$ cat config.mk
export PLATFORM = sky130hd
export DESIGN_NAME = rfs_supervisor
export DESIGN_NICKNAME = d
export VERILOG_FILES = /design/src/hdl/rfs_pkg.sv /design/src/hdl/rfs_supervisor.sv
export SDC_FILE = /design/constraint.sdc
export NUM_CORES = 1
export LEC_CHECK = 0
export BUFFER_PORTS_ARGS = -buffer_cell sky130_fd_sc_hd__buf_2
export CAP_MARGIN = 20
export CORE_MARGIN = 2
export CORE_UTILIZATION = 50
export DETAILED_ROUTE_END_ITERATION = 8
export PLACE_DENSITY = 0.79
export SLEW_MARGIN = 30
export SYNTH_ARGS = -nofsm -noshare
export SYNTH_HDL_FRONTEND = slang
export SYNTH_SLANG_ARGS = --single-unit
$ cat constraint.sdc
create_clock -name clk_i -period 2.78 [get_ports clk_i]
set_input_delay 0.278 -clock clk_i [delete_from_list [all_inputs] [get_ports clk_i]]
set_output_delay 0.278 -clock clk_i [all_outputs]
set_load 0.005 [all_outputs]
$ cat src/hdl/rfs_pkg.sv
// constants and types for the regulator fault supervisor
//
// Contract
// - soft-start: feedback above reference holds drives off
// - precharged above setpoint: drives wait for ramp end
// - ready low until soft-start end, delayed, window
// - ready low on faults or disable
// - overvoltage, overcurrent, no-cpu code latch off
// - undervoltage flag hysteresis only lowers ready
// - overvoltage level higher of fixed, setpoint plus; code: in soft-start only, setpoint plus alone after
// - overvoltage forces low sides until 110 mV drop
// - after overvoltage stay latched until reset; code: enable low also clears the latch
// - first soft-start overvoltage releases, second latches
// - averaged current above 100 uA trips overcurrent
// - transition raises averaged reference for 50 us
// - monitor voltage above reference trips overcurrent
// - overcurrent: drives off, ready low, retry
// - five overcurrents without success latch off
// - channel over limit: high off, low on
// - transition raises channel limit for 50 us
package rfs_pkg;
    // timing
    localparam int          CLK_MHZ         = 25;
    localparam int          BOOST_HOLD_US   = 50;
    localparam int          BOOST_HOLD_CYC  = BOOST_HOLD_US * CLK_MHZ;
    localparam int          RDY_DELAY_US    = 93;
    localparam int          RDY_DELAY_CYC   = RDY_DELAY_US * CLK_MHZ;
    localparam logic [2:0]  OC_RETRY_LIMIT  = 3'h5;
    localparam int          NUM_CH          = 3;

    // supervisor phases
    typedef enum logic [2:0] {
        RFS_OFF,
        RFS_START,
        RFS_RUN,
        RFS_OC_RETRY,
        RFS_LATCHED
    } rfs_phase_t;

    // analog comparator results
    typedef struct packed {
        logic       fb_above_ref;     // feedback above ramp reference
        logic       above_setpoint;   // output above final setpoint
        logic       ov_fixed;         // above fixed 1.280 V level
        logic       ov_dac;           // above setpoint plus 175 mV
        logic       ov_fixed_low;     // 110 mV below fixed level
        logic       ov_dac_low;       // 110 mV below setpoint level
        logic       uv_below_050;     // below half setpoint
        logic       uv_above_060;     // above 0.60 setpoint
        logic       iavg_100;         // averaged current over 100 uA
        logic       iavg_140;         // averaged current over 140 uA
        logic       current_monitor_voltage_over;        // monitor voltage over ref
    } rfs_sense_t;

    // per channel comparators
    typedef struct packed {
        logic [NUM_CH-1:0] over_140;  // channel over normal limit
        logic [NUM_CH-1:0] over_196;  // channel over boosted limit
    } rfs_chan_t;

    // gate drive overrides
    typedef struct packed {
        logic [NUM_CH-1:0] hs_block;  // force high side off
        logic [NUM_CH-1:0] ls_force;  // force low side on
    } rfs_drive_t;

    // whole module state
    typedef struct packed {
        rfs_phase_t  phase;
        logic        ov_active;       // low sides held for overvoltage
        logic        ov_in_ss;        // trip level used fixed
        logic        ss_ov_seen;      // one soft-start overvoltage
        logic [2:0]  oc_count;        // overcurrent retries
        logic        uv_flag;         // undervoltage flag
        logic [11:0] boost_cnt;       // boost hold countdown
        logic [11:0] rdy_cnt;         // ready delay countdown
        logic        ready;           // ready flag
        logic        retry_req;       // request new soft-start
        rfs_drive_t  drive;           // registered overrides
        logic        drive_off;       // both drives held off
        logic [3:0]  irq_status;      // sticky events
        logic [3:0]  irq_mask;        // enable mask
        logic [31:0] rdata;           // read data
    } rfs_state_t;

    // register offsets
    localparam logic [3:0] REG_STATUS = 4'h0;
    localparam logic [3:0] REG_IRQ    = 4'h4;
    localparam logic [3:0] REG_MASK   = 4'h8;
    // irq bit positions
    localparam int IRQ_OV   = 0;
    localparam int IRQ_OC   = 1;
    localparam int IRQ_UV   = 2;
    localparam int IRQ_LAT  = 3;
endpackage

$ cat src/hdl/rfs_supervisor.sv
// fault and start-up supervisor for a three channel buck controller
`timescale 1ns/100ps
module rfs_supervisor
(
    // clock and reset
    input  wire logic              clk_i,
    input  wire logic              reset_i,
    // enable and power state
    input  wire logic              enable_i,
    input  wire logic              no_cpu_code_i,
    input  wire logic              vid_transition_i,
    // soft-start ramp generator
    input  wire logic              ss_active_i,
    input  wire logic              ss_done_i,
    output      logic              ss_restart_o,
    // comparators
    input  wire rfs_pkg::rfs_sense_t sense_i,
    input  wire rfs_pkg::rfs_chan_t  chan_i,
    // gate drive overrides
    output      rfs_pkg::rfs_drive_t drive_o,
    output      logic              drives_off_o,
    // open-drain ready flag
    output      logic              regulator_ok_flag_o,
    output      logic              regulator_ok_flag_oe_o,
    // register port
    input  wire logic [3:0]        addr_i,
    input  wire logic [31:0]       wdata_i,
    input  wire logic              wr_i,
    input  wire logic              rd_i,
    output      logic [31:0]       rdata_o,
    output      logic              irq_o
);
    import rfs_pkg::*;

    // ****************************************
    // state
    // ****************************************
    rfs_state_t s;       // registered state
    rfs_state_t next_s;  // next state
    logic       boost;   // transition boost in force
    logic       ov_trip; // overvoltage comparator at active level
    logic       ov_low;  // output 110 mV below tripped level
    logic       oc_trip; // either overcurrent detector
    logic [NUM_CH-1:0] ch_over; // channel over its limit
    logic [3:0] events;  // new events this cycle

    // boost while moving and during hold
    always_comb
    begin
        boost = vid_transition_i || (s.boost_cnt != 12'h000);
    end

    // ****************************************
    // comparator selection
    // ****************************************
    always_comb
    begin
        if (ss_active_i)
        begin
            ov_trip = sense_i.ov_fixed && sense_i.ov_dac;
        end
        else
        begin
            ov_trip = sense_i.ov_dac;
        end
        ov_low = s.ov_in_ss ? (sense_i.ov_fixed_low && sense_i.ov_dac_low)
                            : sense_i.ov_dac_low;
        oc_trip = (boost ? sense_i.iavg_140 : sense_i.iavg_100)
                  || sense_i.current_monitor_voltage_over;
        ch_over = boost ? chan_i.over_196 : chan_i.over_140;
    end

    // ****************************************
    // next state
    // ****************************************
    always_comb
    begin
        next_s           = s;
        next_s.retry_req = 1'b0;
        next_s.rdata     = 32'h0000_0000;
        events           = 4'h0;

        // hold boost 50 us after transition
        if (vid_transition_i)
        begin
            next_s.boost_cnt = 12'(BOOST_HOLD_CYC);
        end
        else if (s.boost_cnt != 12'h000)
        begin
            next_s.boost_cnt = s.boost_cnt - 12'h001;
        end

        if (sense_i.uv_below_050)
        begin
            next_s.uv_flag = 1'b1;
        end
        else if (sense_i.uv_above_060)
        begin
            next_s.uv_flag = 1'b0;
        end
        if (sense_i.uv_below_050 && !s.uv_flag)
        begin
            events[IRQ_UV] = 1'b1;
        end

        if (ov_trip && !s.ov_active)
        begin
            next_s.ov_active = 1'b1;
            next_s.ov_in_ss  = ss_active_i;
            events[IRQ_OV]   = 1'b1;
        end
        else if (s.ov_active && ov_low)
        begin
            next_s.ov_active = 1'b0;
        end

        unique case (s.phase)
            RFS_OFF:
            begin
                next_s.ready = 1'b0;
                // a no-cpu code at enable latches off at once
                if (enable_i && no_cpu_code_i)
                begin
                    next_s.phase = RFS_LATCHED;
                end
                else if (enable_i)
                begin
                    next_s.phase     = RFS_START;
                    next_s.retry_req = 1'b1;
                end
            end
            RFS_START, RFS_RUN:
            begin
                // second soft-start overvoltage latches
                // a stale trip level must not decide the first soft-start trip
                if (ov_trip && !s.ov_active && ss_active_i && !s.ss_ov_seen)
                begin
                    next_s.ss_ov_seen = 1'b1;
                end
                else if (ov_trip && !s.ov_active)
                begin
                    next_s.phase = RFS_LATCHED;
                end
                if (no_cpu_code_i)
                begin
                    next_s.phase = RFS_LATCHED;
                end
                else if (oc_trip)
                begin
                    events[IRQ_OC]  = 1'b1;
                    next_s.oc_count = s.oc_count + 3'h1;
                    if (s.oc_count + 3'h1 >= OC_RETRY_LIMIT)
                    begin
                        next_s.phase = RFS_LATCHED;
                    end
                    else
                    begin
                        next_s.phase = RFS_OC_RETRY;
                    end
                end
                else if (s.phase == RFS_START && ss_done_i)
                begin
                    next_s.phase    = RFS_RUN;
                    next_s.oc_count = 3'h0;
                    next_s.rdy_cnt  = 12'(RDY_DELAY_CYC);
                end
                if (s.phase == RFS_RUN && s.rdy_cnt != 12'h000)
                begin
                    next_s.rdy_cnt = s.rdy_cnt - 12'h001;
                end
                next_s.ready = (s.phase == RFS_RUN)
                               && (s.rdy_cnt == 12'h000)
                               && !next_s.uv_flag && !ov_trip
                               && !next_s.ov_active && !oc_trip
                               && !no_cpu_code_i;
            end
            RFS_OC_RETRY:
            begin
                next_s.ready     = 1'b0;
                next_s.phase     = RFS_START;
                next_s.retry_req = 1'b1;
            end
            RFS_LATCHED:
            begin
                next_s.ready = 1'b0;
            end
        endcase
        if (next_s.phase == RFS_LATCHED && s.phase != RFS_LATCHED)
        begin
            events[IRQ_LAT] = 1'b1;
        end

        // enable low clears latch, retry count and soft-start overvoltage flag
        if (!enable_i)
        begin
            next_s.phase      = RFS_OFF;
            next_s.oc_count   = 3'h0;
            next_s.ss_ov_seen = 1'b0;
            next_s.ready      = 1'b0;
        end

        next_s.drive_off = (next_s.phase != RFS_START
                            && next_s.phase != RFS_RUN)
                           || oc_trip
                           || (ss_active_i && sense_i.fb_above_ref)
                           || (ss_active_i && sense_i.above_setpoint);
        for (int i = 0; i < NUM_CH; i++)
        begin
            next_s.drive.ls_force[i] = next_s.ov_active || ch_over[i];
            next_s.drive.hs_block[i] = next_s.ov_active || ch_over[i];
        end

        // interrupt status: set wins over clear
        if (wr_i && addr_i == REG_IRQ)
        begin
            next_s.irq_status = s.irq_status & ~wdata_i[3:0];
        end
        if (wr_i && addr_i == REG_MASK)
        begin
            next_s.irq_mask = wdata_i[3:0];
        end
        next_s.irq_status = next_s.irq_status | events;

        // read data one cycle later
        if (rd_i)
        begin
            unique case (addr_i)
                REG_STATUS: next_s.rdata = {22'h00_0000, s.oc_count,
                                            s.uv_flag, s.ov_active,
                                            s.ready, 1'b0, s.phase};
                REG_IRQ:    next_s.rdata = {28'h000_0000, s.irq_status};
                REG_MASK:   next_s.rdata = {28'h000_0000, s.irq_mask};
                default:    next_s.rdata = 32'h0000_0000;
            endcase
        end
    end

    // ****************************************
    // state register
    // ****************************************
    always_ff @(posedge clk_i or posedge reset_i)
    begin
        if (reset_i)
        begin
            s <= '{phase: RFS_OFF, drive_off: 1'b1, default: '0};
        end
        else
        begin
            s <= next_s;
        end
    end

    // outputs
    assign drive_o                = s.drive;
    assign drives_off_o           = s.drive_off;
    assign ss_restart_o           = s.retry_req;
    assign regulator_ok_flag_o    = 1'b0;
    assign regulator_ok_flag_oe_o = !s.ready;
    assign rdata_o                = s.rdata;
    assign irq_o                  = |(s.irq_status & s.irq_mask);

    // ****************************************
    // checks
    // ****************************************
    chk_ready_off_state: assert property (@(posedge clk_i)
        disable iff (reset_i) !enable_i |=> !s.ready)
        else $error("ready high after disable");
    chk_ov_forces_low: assert property (@(posedge clk_i)
        disable iff (reset_i) s.ov_active |-> &s.drive.ls_force)
        else $error("low sides not forced on overvoltage");
    chk_latch_holds: assert property (@(posedge clk_i)
        disable iff (reset_i)
        (s.phase == RFS_LATCHED && enable_i) |=> s.phase == RFS_LATCHED)
        else $error("latch released without enable");
    chk_oc_count_max: assert property (@(posedge clk_i)
        disable iff (reset_i) s.oc_count <= OC_RETRY_LIMIT)
        else $error("retry count beyond limit");
    chk_uv_ready_low: assert property (@(posedge clk_i)
        disable iff (reset_i) s.uv_flag |-> !s.ready)
        else $error("ready high in undervoltage");
    chk_start_no_ready: assert property (@(posedge clk_i)
        disable iff (reset_i) s.phase == RFS_START |-> !s.ready)
        else $error("ready before soft-start end");
    chk_oc_drives_off: assert property (@(posedge clk_i)
        disable iff (reset_i) oc_trip |=> s.drive_off)
        else $error("drives on during overcurrent");
    chk_chan_limit: assert property (@(posedge clk_i)
        disable iff (reset_i) ch_over[0] |=> s.drive.hs_block[0])
        else $error("channel high side not blocked");
endmodule
==> metrics.txt <==
syn avg cell area 9.30 um2; setup TNS 0 ns; # IOs 105; share of post-route cells with drive strength above 1 22.3%; worst ir drop on vdd 0.000448 V; area taken by multi-input logic gates 1520 um2; Initial Util 51.7%; leakage power 1.67 nW; clock root cell clkbuf_8; post-detailed-routing wire length 6440 um; CP Capture Type flip-flop; RD Place Congestion 0.835; Overflow after GRT 0; nets 464; pin count of the biggest net entering global routing 22; Gate Count Post-Synth 355; multiplexer share of the synthesized area 4.24%; worst slew pin tran 0.680 ns; via count 2562; Critical Path RT 3.00 ns; wire per inst 13.5 um; Max Clk Rate 0.435 GHz; die width 85.3 um; R2R Setup Slk 0.48 ns; EDFF count, synth 0; vias per inst 5.37; fin crit period 2.30 ns; post-synthesis xor/xnor area fraction 4.51%; H-Tree Depth 3; FFs w/ async S/R, synth 100%; min-delay worst type in2reg; Max FO, Critical Path 6; adder-cell area share of the yosys netlist 2.27%; RR Startpoint s[61]; Setup Viol. Count Final 0; die area 7270 um2; #FFs+latches synth 58; Clock Tree Buf Depth 2; Critical R2R Capture s[76]; global-route wire length before repair 11100 um; FF+latch area 1450 um2; die height 85.3 um; Seq/Total Area, Yosys 44.0%; vias in the first global route 2430; setup bufs post-CTS 0; initial drt markers 171; PostCTS Resize Cnt 0; Synth Warn # 0; TritonCTS clock tree built; MaxCap Viol Count 0; initial antenna violation count 0; drc violations 0; Netlist cell types 56; Core Rows 29; post-route ant nets 0; CTS sink count 58; Arr. time, crit path 2.51 ns; most frequent cells in the layout 57 x dfrtp_1, 53 x buf_2, 39 x nor2_1, 32 x nand2_1, 23 x conb_1; Design Power 2.24 mW; area delta synth->final 9.89%; Antenna Cells 0; Post-CTS Hold Buffers 1; Setup crit start s[61]; Post-Synth Simple-Gate Area 22.2%; Slew HR 54.7%; status finished, final reports clean; CP endpoint s[76]; Power Density 617 nW/um2; crit start category flip-flop; Num CTS Buffers 9; dominant synthesized flop cell dfrtp_1; GR Util All Layers 19.2%; core area 6390 um2; clk_lat worst skew 0.32 ns; synthesized area 3300 um2; RSZ-0062 raised after global routing no; Worst Skew 0.00680 ns; final worst-path cycle share 82.7%; fin. max-slew vios 0; detailed placement HPWL 4870 um; reg2reg path depth 7; IO buf count 53; largest family of logic cells by synthesized area simple AND/OR/NAND/NOR gates; commonest non-fill, non-tap cell in the layout dfrtp_1; Hold Violations, Final 0; First-pass DRT Iterations 5; Clk pin slew, worst setup/hold paths 0.06 ns; CP Class reg2reg; Fillers 563; post-synthesis compound-gate area fraction 10.3%
==> metal layers <==
metal,vias up,global-route usage [%],share of wire [%]
li1,1237,-,-
met3,4,4.47,6.2
met2,95,32.2,49
met4,0,4.91,0.51
met5,-,0,0
met1,1226,25.1,44
==> power by group <==
part / switching [mW] / internal (mW) / leakage (nW) / total (mW)
combinational: 0.240 / 0.190 / 0.874 / 0.430
clock: 0.307 / 0.413 / 0.101 / 0.720
sequential: 0.125 / 0.966 / 0.693 / 1.09
==> logic make-up (layout without fill, tap and decap cells) <==
group	count (synthesis)	after routing
fa+ha+maj	6	6
simple gates	141	141
other cells	1	23
buf+inv	68	91
flops	58	58
xor+xnor	17	17
mux	13	13
compound gates	51	51
==> final cells by class <==
type | instances | share of cell area [%]
tap | 77 | 2.65
inverter | 19 | 1.96
clock buffer | 13 | 4.93
sequential | 58 | 40.0
multi-input combinational | 251 | 42.0
timing repair buffer | 57 | 8.20
clock inverter | 2 | 0.276
==> flip-flops by register name (all words and copies together), names as in the netlist <==
signal / cells
s: 43
rdata_o: 10
drive_o: 3
drives_off_o: 1
ss_restart_o: 1
==> through the flow <==
stage	setup WS [ns]	hold slack [ns]	instances	cell area (um2)	utilization, %
5_1_grt	0.272	0.172	477	3630	56.8
4_1_cts	0.483	0.163	477	3630	56.8
2_1_floorplan	0.667	0.392	377	3390	-
3_5_place_dp	0.512	0.290	461	3430	53.7
6_report	0.481	0.173	477	3630	56.8
3_3_place_gp	0.577	0.285	461	3430	53.7
==> how the worst min path moves through the flow <==
stage	endpoint	from	depth (start not counted)	slack, ns
final	drive_o[0]	chan_i[3]	3	0.17
after global routing	s[73]	sense_i[3]	2	0.17
after CTS	s[73]	sense_i[3]	2	0.16
after detailed placement	s[38]	reset_i	2	0.29
after global placement	rdata_o[3]	reset_i	2	0.29
after floorplan	s[73]	sense_i[3]	1	0.39
==> cell usage after synthesis, drive strengths merged (2+ instances only) <==
library cell | instances | area (um2)
nor3b | 3 | 22.5
and2 | 5 | 33.8
buf | 41 | 309
o21ai | 15 | 75.1
nand2b | 4 | 25.0
a41o | 2 | 20.0
a22oi | 4 | 30.0
nand2 | 32 | 120
nand3 | 7 | 35.0
mux2 | 5 | 60.1
a21o | 2 | 15.0
xor2 | 13 | 114
a31oi | 2 | 12.5
and3 | 2 | 12.5
clkbuf | 8 | 30.0
xnor2 | 4 | 35.0
o31ai | 2 | 15.0
dfrtp | 57 | 1430
or3b | 2 | 17.5
nand4 | 8 | 50.1
nor4 | 9 | 71.3
nor3 | 11 | 60.1
inv | 19 | 71.3
nor2 | 39 | 146
a21oi | 13 | 65.1
ha | 6 | 75.1
nor2b | 3 | 18.8
or2 | 4 | 25.0
mux2i | 8 | 80.1
nand3b | 3 | 22.5
or4 | 2 | 15.0
or3 | 3 | 18.8
==> critical path: stages (launching register included) <==
cell,delay [ns]
dfrtp_1,0.40
inv_1,0.09
ha_1,0.17
nor4bb_1,0.37
a41oi_2,0.20
a21oi_1,0.60
mux2i_1,0.17
o21a_1,0.19
Power figures use the tool's default switching activity.
